==> src/asf_pkg.sv <==
// Purpose: shared constants and types for the alu and status flag block
// Assumes: one instruction executes per enabled clock cycle
// Notes: status bit positions and reset values live here
//
// Notes on behaviour
// - 8-bit alu does add, subtract, shift and logical operations.
// - arithmetic is two's complement unless an operation says otherwise.
// - two operands are accumulator and file or literal; single on either.
// - 8-bit accumulator has no data address; only operations reach it.
// - alu updates carry, half carry and zero flags per operation.
// - in subtraction carry and half carry mean no borrow when 1.
// - writes to the three flags are dropped when the operation sets them.
// - watchdog and sleep flags ignore data writes.
// - clearing the status register clears top three bits and sets zero.
// - bank_high_bit:bank_low_bit decode as bank number 0 to 3.
// - watchdog flag set at power-up, watchdog clear, sleep; cleared on timeout.
// - sleep flag set at power-up or watchdog clear; cleared by sleep.
// - zero flag is 1 when result is zero, else 0.
// - reset gives bank_low_bit 0, watchdog and sleep flags 1.
`default_nettype none
package asf_pkg;
	localparam int ASF_W = 8;
	localparam int ASF_BIT_C = 0;
	localparam int ASF_BIT_DC = 1;
	localparam int ASF_BIT_Z = 2;
	localparam int ASF_BIT_PD = 3;
	localparam int ASF_BIT_TO = 4;
	localparam int ASF_BIT_RP0 = 5;
	localparam int ASF_BIT_RP1 = 6;
	localparam int ASF_BIT_IRP = 7;
	localparam logic [7:0] ASF_STATUS_RST = 8'h18;
	localparam logic [7:0] ASF_ACC_RST = 8'h00;

	typedef enum logic [3:0] {
		ASF_OP_MOVE = 4'h0, ASF_OP_ADD = 4'h1, ASF_OP_SUB = 4'h2, ASF_OP_AND = 4'h3,
		ASF_OP_OR = 4'h4, ASF_OP_XOR = 4'h5, ASF_OP_COMP = 4'h6, ASF_OP_INC = 4'h7,
		ASF_OP_DEC = 4'h8, ASF_OP_RLC = 4'h9, ASF_OP_RRC = 4'ha, ASF_OP_SWAP = 4'hb,
		ASF_OP_CLEAR = 4'hc, ASF_OP_BCLR = 4'hd, ASF_OP_BSET = 4'he, ASF_OP_PASS = 4'hf
	} asf_op_t;

	typedef enum logic [1:0] {
		ASF_SRC_FILE = 2'h0, ASF_SRC_LIT = 2'h1, ASF_SRC_ACC = 2'h2
	} asf_src_t;

	// one executed instruction from the decoder
	typedef struct packed {
		logic valid;
		asf_op_t op;
		asf_src_t src;
		logic destFile;
		logic destStatus;
		logic [2:0] bitSel;
		logic [7:0] fileData;
		logic [7:0] literal;
		logic wdtClear;
		logic sleepOp;
		logic wdtTimeout;
	} asf_instr_t;

	typedef struct packed {
		logic [7:0] value;
		logic carry;
		logic halfCarry;
		logic zero;
		logic affC;
		logic affDC;
		logic affZ;
	} asf_result_t;
endpackage
`default_nettype wire

==> src/asf_alu.sv <==
// Purpose: combinational 8-bit alu with flag outputs
// Assumes: operand a is accumulator, b is file, literal or accumulator
// Notes: subtraction computes b - a, operand minus accumulator
`timescale 1ns/100ps
`default_nettype none
module asf_alu
	import asf_pkg::*;
#(
	parameter int W = ASF_W
) (
	input wire asf_op_t op,
	input wire logic [W-1:0] a,
	input wire logic [W-1:0] b,
	input wire logic [2:0] bitSel,
	input wire logic carryIn,
	output var asf_result_t res
);
	// operand paths below are byte wide, so no other width can be served
	if (W != 8) begin : g_width_check
		$error("asf_alu supports only 8-bit width");
	end

	logic [8:0] sum;
	logic [4:0] nib;
	always_comb begin
		res = '0;
		sum = 9'h000;
		nib = 5'h00;
		res.carry = carryIn;
		case (op)
			ASF_OP_ADD: begin
				sum = {1'b0, a} + {1'b0, b};
				nib = {1'b0, a[3:0]} + {1'b0, b[3:0]};
				res.value = sum[7:0];
				res.carry = sum[8];
				res.halfCarry = nib[4];
				res.affC = 1'b1;
				res.affDC = 1'b1;
				res.affZ = 1'b1;
			end
			ASF_OP_SUB: begin
				// two's complement add of inverse: carry high means no borrow
				sum = {1'b0, b} + {1'b0, ~a} + 9'h001;
				nib = {1'b0, b[3:0]} + {1'b0, ~a[3:0]} + 5'h01;
				res.value = sum[7:0];
				res.carry = sum[8];
				res.halfCarry = nib[4];
				res.affC = 1'b1;
				res.affDC = 1'b1;
				res.affZ = 1'b1;
			end
			ASF_OP_AND: begin res.value = a & b; res.affZ = 1'b1; end
			ASF_OP_OR: begin res.value = a | b; res.affZ = 1'b1; end
			ASF_OP_XOR: begin res.value = a ^ b; res.affZ = 1'b1; end
			ASF_OP_COMP: begin res.value = ~b; res.affZ = 1'b1; end
			ASF_OP_INC: begin res.value = b + 8'h01; res.affZ = 1'b1; end
			ASF_OP_DEC: begin res.value = b - 8'h01; res.affZ = 1'b1; end
			ASF_OP_MOVE: begin res.value = b; res.affZ = 1'b1; end
			ASF_OP_RLC: begin res.value = {b[6:0], carryIn}; res.carry = b[7]; res.affC = 1'b1; end
			ASF_OP_RRC: begin res.value = {carryIn, b[7:1]}; res.carry = b[0]; res.affC = 1'b1; end
			ASF_OP_SWAP: res.value = {b[3:0], b[7:4]};
			ASF_OP_CLEAR: begin res.value = 8'h00; res.affZ = 1'b1; end
			ASF_OP_BCLR: res.value = b & ~(8'h01 << bitSel);
			ASF_OP_BSET: res.value = b | (8'h01 << bitSel);
			ASF_OP_PASS: res.value = b;
			default: res.value = b;
		endcase
		if (res.affZ) res.zero = (res.value == 8'h00);
	end
endmodule // asf_alu
`default_nettype wire

==> src/asf_core.sv <==
// Purpose: accumulator, status register and alu of a small core
// Assumes: decoder presents one instruction per cycle with valid
// Notes: file writes are returned on fileWrData with fileWrEn
`timescale 1ns/100ps
`default_nettype none
module asf_core
	import asf_pkg::*;
(
	input wire logic sys_clk,
	input wire logic sys_rst,
	input wire asf_instr_t instr,
	output logic [7:0] accOut,
	output logic [7:0] statusOut,
	output logic [7:0] fileWrData,
	output logic fileWrEn,
	output logic [1:0] directBank,
	output logic indirectBank
);
	//////////////////////////////////////////////////////////////////////
	logic [7:0] acc_reg, acc_next;
	logic [7:0] status_reg, status_next;
	logic [7:0] wr_reg, wr_next;
	logic wrEn_reg, wrEn_next;
	logic [7:0] opA, opB;
	asf_result_t res;

	// accumulator is internal only, no file address reaches it
	always_comb begin
		opA = acc_reg;
		case (instr.src)
			ASF_SRC_LIT: opB = instr.literal;
			ASF_SRC_ACC: opB = acc_reg;
			default: opB = instr.fileData;
		endcase
		if (instr.destStatus && instr.src == ASF_SRC_FILE) opB = status_reg;
	end

	asf_alu #(.W(ASF_W)) u_alu (
		.op(instr.op),
		.a(opA),
		.b(opB),
		.bitSel(instr.bitSel),
		.carryIn(status_reg[ASF_BIT_C]),
		.res(res)
	);

	//////////////////////////////////////////////////////////////////////
	always_comb begin
		acc_next = acc_reg;
		status_next = status_reg;
		wr_next = wr_reg;
		wrEn_next = 1'b0;
		if (instr.valid) begin
			if (instr.destStatus) begin
				// data write: watchdog/sleep bits are never written
				status_next[7:5] = res.value[7:5];
				if (!res.affZ) status_next[ASF_BIT_Z] = res.value[ASF_BIT_Z];
				// a clear owns only z and the top bits, so c and dc keep their value
				if (!res.affDC && instr.op != ASF_OP_CLEAR) status_next[ASF_BIT_DC] = res.value[ASF_BIT_DC];
				if (!res.affC && instr.op != ASF_OP_CLEAR) status_next[ASF_BIT_C] = res.value[ASF_BIT_C];
			end else if (instr.destFile) begin
				wr_next = res.value;
				wrEn_next = 1'b1;
			end else begin
				acc_next = res.value;
			end
			// flag logic wins over any data write
			if (res.affZ) status_next[ASF_BIT_Z] = res.zero;
			if (res.affDC) status_next[ASF_BIT_DC] = res.halfCarry;
			if (res.affC) status_next[ASF_BIT_C] = res.carry;
			if (instr.wdtClear) begin
				status_next[ASF_BIT_TO] = 1'b1;
				status_next[ASF_BIT_PD] = 1'b1;
			end
			if (instr.sleepOp) begin
				status_next[ASF_BIT_TO] = 1'b1;
				status_next[ASF_BIT_PD] = 1'b0;
			end
		end
		// timeout is a hardware event, independent of instruction flow
		if (instr.wdtTimeout) status_next[ASF_BIT_TO] = 1'b0;
	end

	always_ff @(posedge sys_clk) begin
		if (sys_rst) begin
			acc_reg <= ASF_ACC_RST;
			status_reg <= ASF_STATUS_RST;
			wr_reg <= 8'h00;
			wrEn_reg <= 1'b0;
		end else begin
			acc_reg <= acc_next;
			status_reg <= status_next;
			wr_reg <= wr_next;
			wrEn_reg <= wrEn_next;
		end
	end

	//////////////////////////////////////////////////////////////////////
	// bank outputs are registered copies of status to keep outputs flop-driven
	logic [1:0] bank_reg;
	logic ibank_reg;
	always_ff @(posedge sys_clk) begin
		if (sys_rst) begin
			bank_reg <= 2'h0;
			ibank_reg <= 1'b0;
		end else begin
			bank_reg <= {status_next[ASF_BIT_RP1], status_next[ASF_BIT_RP0]};
			ibank_reg <= status_next[ASF_BIT_IRP];
		end
	end

	assign accOut = acc_reg;
	assign statusOut = status_reg;
	assign fileWrData = wr_reg;
	assign fileWrEn = wrEn_reg;
	assign directBank = bank_reg;
	assign indirectBank = ibank_reg;

	//////////////////////////////////////////////////////////////////////
	// only the first edge after a release is looked at; earlier edges still hold unknowns
	chk_reset_values: assert property (@(posedge sys_clk) $past(sys_rst) && !sys_rst |->
		statusOut == ASF_STATUS_RST && accOut == ASF_ACC_RST && !fileWrEn &&
		directBank == 2'h0 && !indirectBank)
		else $error("reset values wrong after release");
	chk_add_carry: assert property (@(posedge sys_clk) disable iff (sys_rst)
		instr.valid && instr.op == ASF_OP_ADD && !instr.wdtTimeout |=>
		statusOut[ASF_BIT_C] == ($past({1'b0, opA} + {1'b0, opB}) > 9'h0ff))
		else $error("add carry wrong");
	chk_sub_borrow: assert property (@(posedge sys_clk) disable iff (sys_rst)
		instr.valid && instr.op == ASF_OP_SUB |=> statusOut[ASF_BIT_C] == ($past(opB) >= $past(opA)))
		else $error("subtract borrow wrong");
	chk_half_carry: assert property (@(posedge sys_clk) disable iff (sys_rst)
		instr.valid && instr.op == ASF_OP_ADD |=>
		statusOut[ASF_BIT_DC] == (({1'b0, $past(opA[3:0])} + {1'b0, $past(opB[3:0])}) > 5'h0f))
		else $error("half carry wrong");
	chk_zero_flag: assert property (@(posedge sys_clk) disable iff (sys_rst)
		instr.valid && res.affZ && !instr.destStatus && !instr.destFile |=>
		statusOut[ASF_BIT_Z] == (accOut == 8'h00))
		else $error("zero flag disagrees with result");
	chk_clear_status: assert property (@(posedge sys_clk) disable iff (sys_rst)
		instr.valid && instr.destStatus && instr.op == ASF_OP_CLEAR && !instr.wdtTimeout |=>
		statusOut[7:5] == 3'h0 && statusOut[ASF_BIT_Z] && statusOut[4:3] == $past(status_reg[4:3]) &&
		statusOut[1:0] == $past(status_reg[1:0]))
		else $error("status clear wrong");
	chk_flag_protect: assert property (@(posedge sys_clk) disable iff (sys_rst)
		!instr.wdtClear && !instr.sleepOp && !instr.wdtTimeout |=> statusOut[4:3] == $past(status_reg[4:3]))
		else $error("watchdog or sleep flag changed by data");
	chk_sleep_flags: assert property (@(posedge sys_clk) disable iff (sys_rst)
		instr.valid && instr.sleepOp && !instr.wdtTimeout |=> statusOut[4:3] == 2'b10)
		else $error("sleep did not clear sleep flag");
	chk_timeout: assert property (@(posedge sys_clk) disable iff (sys_rst)
		instr.wdtTimeout |=> !statusOut[ASF_BIT_TO])
		else $error("timeout did not clear watchdog flag");
	chk_bank_decode: assert property (@(posedge sys_clk) disable iff (sys_rst)
		1'b1 |=> directBank == statusOut[6:5] && indirectBank == statusOut[7])
		else $error("bank select disagrees with status");
	chk_sub_half: assert property (@(posedge sys_clk) disable iff (sys_rst)
		instr.valid && instr.op == ASF_OP_SUB |=> statusOut[ASF_BIT_DC] == ($past(opB[3:0]) >= $past(opA[3:0])))
		else $error("subtract half borrow wrong");
	chk_file_dest: assert property (@(posedge sys_clk) disable iff (sys_rst)
		instr.valid && instr.destFile && !instr.destStatus |=> fileWrEn && accOut == $past(acc_reg))
		else $error("file destination disturbed accumulator");
	// an idle cycle must leave the accumulator alone and drop the write strobe
	chk_idle_hold: assert property (@(posedge sys_clk) disable iff (sys_rst)
		!instr.valid |=> !fileWrEn && accOut == $past(acc_reg))
		else $error("accumulator or write strobe moved without an instruction");
	chk_acc_dest: assert property (@(posedge sys_clk) disable iff (sys_rst)
		instr.valid && !instr.destFile && !instr.destStatus |=> !fileWrEn)
		else $error("write strobe raised for accumulator destination");
	chk_rotate_left: assert property (@(posedge sys_clk) disable iff (sys_rst)
		instr.valid && instr.op == ASF_OP_RLC |=> statusOut[ASF_BIT_C] == $past(opB[7]))
		else $error("rotate left carry wrong");
	chk_rotate_right: assert property (@(posedge sys_clk) disable iff (sys_rst)
		instr.valid && instr.op == ASF_OP_RRC |=> statusOut[ASF_BIT_C] == $past(opB[0]))
		else $error("rotate right carry wrong");
	chk_move_zero: assert property (@(posedge sys_clk) disable iff (sys_rst)
		instr.valid && instr.op == ASF_OP_MOVE |=> statusOut[ASF_BIT_Z] == ($past(opB) == 8'h00))
		else $error("move zero flag wrong");
	// swap, bit set/clear and pass must not touch a flag unless status is the destination
	chk_status_keep: assert property (@(posedge sys_clk) disable iff (sys_rst)
		instr.valid && !instr.destStatus && !instr.wdtClear && !instr.sleepOp && !instr.wdtTimeout &&
		(instr.op == ASF_OP_SWAP || instr.op == ASF_OP_BCLR || instr.op == ASF_OP_BSET || instr.op == ASF_OP_PASS) |=>
		statusOut == $past(status_reg))
		else $error("flag changed by an operation that affects none");
	chk_wdt_clear: assert property (@(posedge sys_clk) disable iff (sys_rst)
		instr.valid && instr.wdtClear && !instr.sleepOp && !instr.wdtTimeout |=> statusOut[4:3] == 2'b11)
		else $error("watchdog clear did not set both flags");
	chk_inc_acc: assert property (@(posedge sys_clk) disable iff (sys_rst)
		instr.valid && instr.op == ASF_OP_INC && !instr.destFile && !instr.destStatus |=> accOut == $past(opB) + 8'h01)
		else $error("increment result wrong");
	chk_dec_acc: assert property (@(posedge sys_clk) disable iff (sys_rst)
		instr.valid && instr.op == ASF_OP_DEC && !instr.destFile && !instr.destStatus |=> accOut == $past(opB) - 8'h01)
		else $error("decrement result wrong");
	cov_add: cover property (@(posedge sys_clk) instr.valid && instr.op == ASF_OP_ADD && res.carry);
	cov_sub_borrow: cover property (@(posedge sys_clk) instr.valid && instr.op == ASF_OP_SUB && !res.carry);
	cov_status_dest: cover property (@(posedge sys_clk) instr.valid && instr.destStatus);
	cov_sleep: cover property (@(posedge sys_clk) instr.valid && instr.sleepOp);
	cov_timeout: cover property (@(posedge sys_clk) instr.wdtTimeout);
endmodule // asf_core
`default_nettype wire

==> config.mk <==
export PLATFORM = sky130hd
export DESIGN_NAME = asf_core
export DESIGN_NICKNAME = d
export VERILOG_FILES = /design/src/asf_pkg.sv /design/src/asf_alu.sv /design/src/asf_core.sv
export SDC_FILE = /design/constraint.sdc
export NUM_CORES = 1
export LEC_CHECK = 0
export BUFFER_PORTS_ARGS = -buffer_cell sky130_fd_sc_hd__buf_2
export CORE_UTILIZATION = 55
export CTS_CLUSTER_SIZE = 28
export DETAILED_ROUTE_END_ITERATION = 7
export HOLD_SLACK_MARGIN = 0.08
export PLACE_DENSITY = 0.79
export SLEW_MARGIN = 15
export SYNTH_ARGS = -nofsm -noshare
export SYNTH_HDL_FRONTEND = slang
export SYNTH_SLANG_ARGS = --single-unit
==> constraint.sdc <==
create_clock -name sys_clk -period 8.2 [get_ports sys_clk]
set_input_delay 1.23 -clock sys_clk [delete_from_list [all_inputs] [get_ports sys_clk]]
set_output_delay 1.23 -clock sys_clk [all_outputs]
set_load 0.01 [all_outputs]
[After elaboration in Yosys (flattened, before gate mapping)]
Cells that the tools add are included.
Storage, ports and cells
  register bits after elaboration: 28
  output and inout bits: 28
  word-level logic and storage cells: 100
Cells by class
  add/subtract/negate cells: 8
  equal/unequal tests: 19
  shift operators: 1
  mux-type cells: 21
  bitwise gates (word level): 12
  reductions and logical operators: 28
Operator list (count)
  $pmux 8 s15: 1
  $eq 4x4->1 const B: 8
  $not 8->8: 3
  $add 8x8->9: 2
  $and 8x8->8: 2
  $eq 4x3->1 const B: 4
  $mux 8: 2
  $or 8x8->8: 2
  $pmux 8 s2: 1
  $reduce_bool 2->1: 7
  $mux 1: 11
  $add 4x4->5: 2
  $reduce_or 10->1: 1
  $add 9x1->9 const B: 1
  $reduce_and 3->1: 3
  $add 8x1->8 const B: 1
  $eq 4x2->1 const B: 2
  $logic_not 8->1: 1
  $shl 1x3->8 const A: 1
  $sub 8x1->8 const B: 1
  $xor 8x8->8: 1
  $mux 3: 2
  $reduce_and 2->1: 3
  $add 5x1->5 const B: 1
  other kinds (19): 26

[Depth between registers and ports, before layout]
  word-level depth: 11
  depth in mapped cells: 17
  gate-level depth less buffers: 16

[Hierarchy]
Synthesis repeated with hierarchy kept, for this count alone.
Second synthesis, totals
  cells, all modules: 447
  area, all modules: 3285.7 um^2
By module, submodules not included
  asf_alu: times used 1, cells an instance 302, area each 1968.1 um^2
  asf_core: times used 1, cells an instance 145, area each 1317.5 um^2

[Worst setup path after synthesis]
Ideal clock, no wire load.
  kind: input-to-reg
  start point: in instr[24] (netlist bit)
  end point: reg status_reg[7] (netlist: statusOut[7])
  library setup time: 0.143 ns
  arrival time: 4.317 ns
  slack: 3.739 ns
  stages: 16
  cell sequence: inv_1 -> ha_1 -> buf_2 -> nor2_1 -> a211oi_1 -> nor2_1 -> inv_1 -> ha_1 -> or3b_1 -> a31oi_1 -> o21ai_1 -> a21oi_1 -> xor2_1 -> nor2_1 -> nor4_1 -> a311oi_1
Between the ends
  longest elaborated chain between the ends: 8
  elaborated cells between the ends (all ways): 20
  classes of those cells: add/sub (5); eq/ne (2); mux (5); bitwise (6); reduce/logical (2)
Ends and longest elaborated chain
  start: declaration: RTL line asf_core.sv:11  | input wire asf_instr_t instr,
  $eq 2x2->1 (tied with other cells): RTL line asf_core.sv:30  | case (instr.src)
  $pmux 8 s2 / $logic_and 1x1->1 (equally long branches): RTL line asf_core.sv:30, asf_core.sv:35
  $mux 8 *: RTL line asf_core.sv:35  | if (instr.destStatus && instr.src == ASF_SRC_FILE) opB = status_reg;
  $add 8x8->9: RTL line asf_alu.sv:43  | sum = {1'b0, b} + {1'b0, ~a} + 9'h001;
  $add 9x1->9: RTL line asf_alu.sv:43
  $pmux 8 s15 *: RTL line asf_alu.sv:30  | case (op)
  $mux 3 *: RTL line asf_core.sv:54  | if (instr.destStatus) begin
  $mux 8 *: RTL line asf_core.sv:53  | if (instr.valid) begin
  end signal: assignment: RTL line asf_core.sv:92  | status_reg <= status_next;
  end: declaration: RTL line asf_core.sv:21  | logic [7:0] status_reg, status_next;
Every way passes the cells marked *; elsewhere a longest branch is shown, timed or not. The select of a mux whose other input is x is not followed.
A chain may end at the register's enable or synchronous reset.

[Worst setup path in the final report]
  start point: in instr[25] (netlist bit)
  end point: reg status_reg[7] (netlist: statusOut[7])
Same word-level chain as after synthesis.

==> reports/qor.csv <==
metric;value;unit
reg2regPathDepth;13;
cp.arrival;5.24;ns
drc;0;
num_rows;28;
setup_tns;0;ns
cts_buffer_depth;2;
cp_slowest_cell;nor4_1;
worstMarginPinSlew;1.01;ns
fmax;196;MHz
slew_headroom;0.323;
cp.required;8.33;ns
rsz0062_at_grt;no;
place_congestion;1.00;
yosys_warnings;0;
clk_latency;0.27;ns
instances_no_fill;591;
drt_iter0_drc;437;
diodes;0;
cts_buffers;3;
synth_area_leaders;dfxtp_1, ha_1, a21oi_1, nor2_1, nand2_1;
busiest_layer;met2;
min_period_over_period;0.623;
grt.met2_usage;0.580;
ys_seq_elements;25;
met1_usage;0.484;
synth_edf_count;0;
grt_pass1_vias;3527;
via_count;3921;
cts_tree;built;
path_buf_inv;3;
synth_ff_type;dfxtp_1;
grt_overflow;0;
synthArstFlopShare;0;
wl_per_cell;20.0;um
dp.cells;587;
syn_nets;550;
min_period;5.11;ns
die_w;80.8;um
nets;578;
min_delay_path_depth;2;
fillerInstances;590;
synth_area;3410;um^2
clkTransAtPathRegs;0.09;ns
cts_resized;0;
synth_cells;489;
crit_type;input pin to register;
dp_hpwl;8820;um
worst_clock_skew;0.00515;ns
core_area;5960;um^2
leakagePower;1.58;nW
layout.cells.most_common_list;buf_2, nor2_1, nand2_1;
worst-path-max-fanout;11;
powerDensity;128;nW/um^2
gr-usage-all-layers;0.371;
cts.sinks;25;
vias_per_cell;6.63;
synth_top_area_cell;dfxtp_1;
maxCapViolCount;0;
h-tree-depth;1;
synth_top_area_share;0.147;
cpPeakStageDelay;0.63;ns
reg2reg_slack;4.20;ns
synth-seq-area-share;0.147;
setup_viol;0;
status;finished, final reports clean;
finalHoldViolCount;0;
place_ws;2.87;ns
hold_buffers;0;
final_common_cell;buf_2;
ir_drop;141;uV
grtUsageMet3;0.0472;
final.setup.worst_slack;3.09;ns
fp.dieH;80.8;um
reg2reg_from;accOut[1];
antenna_found_initial;0;
whs;0.458;ns
finalMaxSlewViolations;0;
io_pins;61;
endpoint_kind;register;
ant_nets;0;
drive_gt1_frac;0.153;
post_cts_buffers;0;
portBuffers;60;
wirelength;11800;um
grt_max_degree;35;
hp-start;fileWrData[5];
cp-start-kind;input pin;
critical_path.cell_chain;buf_2, inv_1, ha_1, and2_1, a211oi_1, nor2_1, inv_1, ha_1, or3b_1, a31oi_1, o21ai_1, a21oi_1, xor2_1, nor2_1, nor4_1, a311oi_1;
hold_path.class;register to register;
drt-pass1-iter-count;5;
min_delay_worst_endpoint;fileWrData[5];
grt_pass1_wl;18300;um
dieArea;6520;um^2
avgSynthCellArea;6.98;um^2
rr_endpoint;statusOut[7];
area_growth;7.99;%
cts_root_buf;clkbuf_8;
start_util;0.573;
critPathTopFamily;simple AND/OR/NAND/NOR gates;
synth_cell_types;76;
-- how the worst max path moves through the flow --
stage | startpoint | end | slack (ns) | depth (start not counted)
6_report | instr[25] | statusOut[7] | 3.09 | 16
4_1_cts | instr[25] | statusOut[7] | 3.14 | 16
2_1_floorplan | instr[24] | statusOut[7] | 3.74 | 16
5_1_grt | instr[25] | statusOut[7] | 2.77 | 16
3_3_place_gp | instr[24] | statusOut[7] | 2.88 | 16
3_5_place_dp | instr[24] | statusOut[7] | 2.87 | 16
-- worst reg2reg max path: stages, from the launching register on --
cell	delay (ns)
dfxtp_1	0.46
a22oi_1	0.24
a211oi_1	0.11
nor2_1	0.49
inv_1	0.27
ha_1	0.38
or3b_1	0.40
a31oi_1	0.22
o21ai_1	0.11
a21oi_1	0.16
xor2_1	0.17
nor2_1	0.05
nor4_1	0.63
a311oi_1	0.18
-- flip-flops by register name (all words and copies together), names as in the netlist --
register    cells
statusOut       8
fileWrData      8
accOut          8
fileWrEn        1
-- layout make-up --
| type | instances | area [um^2] | share of cell area |
|---|---|---|---|
| clock buffer | 3 | 41.3 | 0.0112 |
| tap | 75 | 93.8 | 0.0255 |
| multi-input combinational | 402 | 2650 | 0.718 |
| sequential | 25 | 500 | 0.136 |
| timing repair buffer | 61 | 308 | 0.0835 |
| inverter | 24 | 90.1 | 0.0244 |
| clock inverter | 1 | 7.51 | 0.00204 |
-- cell usage after synthesis (all sizes together) (4+ instances only) --
cell,instances
a211oi,16
a21o,8
a21oi,48
a22oi,12
a31oi,6
a32oi,5
and2,4
and3,7
buf,16
clkbuf,22
dfxtp,25
ha,25
inv,24
mux2i,5
nand2,51
nand2b,9
nand3,5
nand3b,4
nor2,55
nor2b,8
nor3,10
nor3b,4
o21a,5
o21ai,28
o22ai,4
o2bb2ai,4
or2,6
xnor2,8
xor2,5
-- kinds of logic after synthesis --
kind of cell / count (synthesis) / synth area share
simple gates: 181 / 0.265
compound gates: 173 / 0.346
buf+inv: 62 / 0.0784
fa+ha+maj: 28 / 0.109
flops: 25 / 0.147
xor+xnor: 13 / 0.0334
mux: 7 / 0.0213
-- where the power goes --
part	internal, mW	total, mW	switching, mW
Combinational	0.0982	0.261	0.163
Sequential	0.128	0.138	0.0101
Clock	0.0344	0.0732	0.0387
-- routing by layer --
metal  part of all wire  vias up
li1                   -     1836
met4              0.064        0
met1               0.41     1781
met2               0.43      251
met5                  0        -
met3              0.098       53
-- per-stage QoR --
stage                     area (um^2)  utilization  power (mW)
after floorplan                  3410            -       0.322
after global placement           3640        0.611       0.392
after detailed placement         3640        0.611       0.393
after CTS                        3690        0.619       0.466
after global routing             3690        0.619       0.499
final                            3690        0.619       0.472
(Power assumes the default switching activity.)
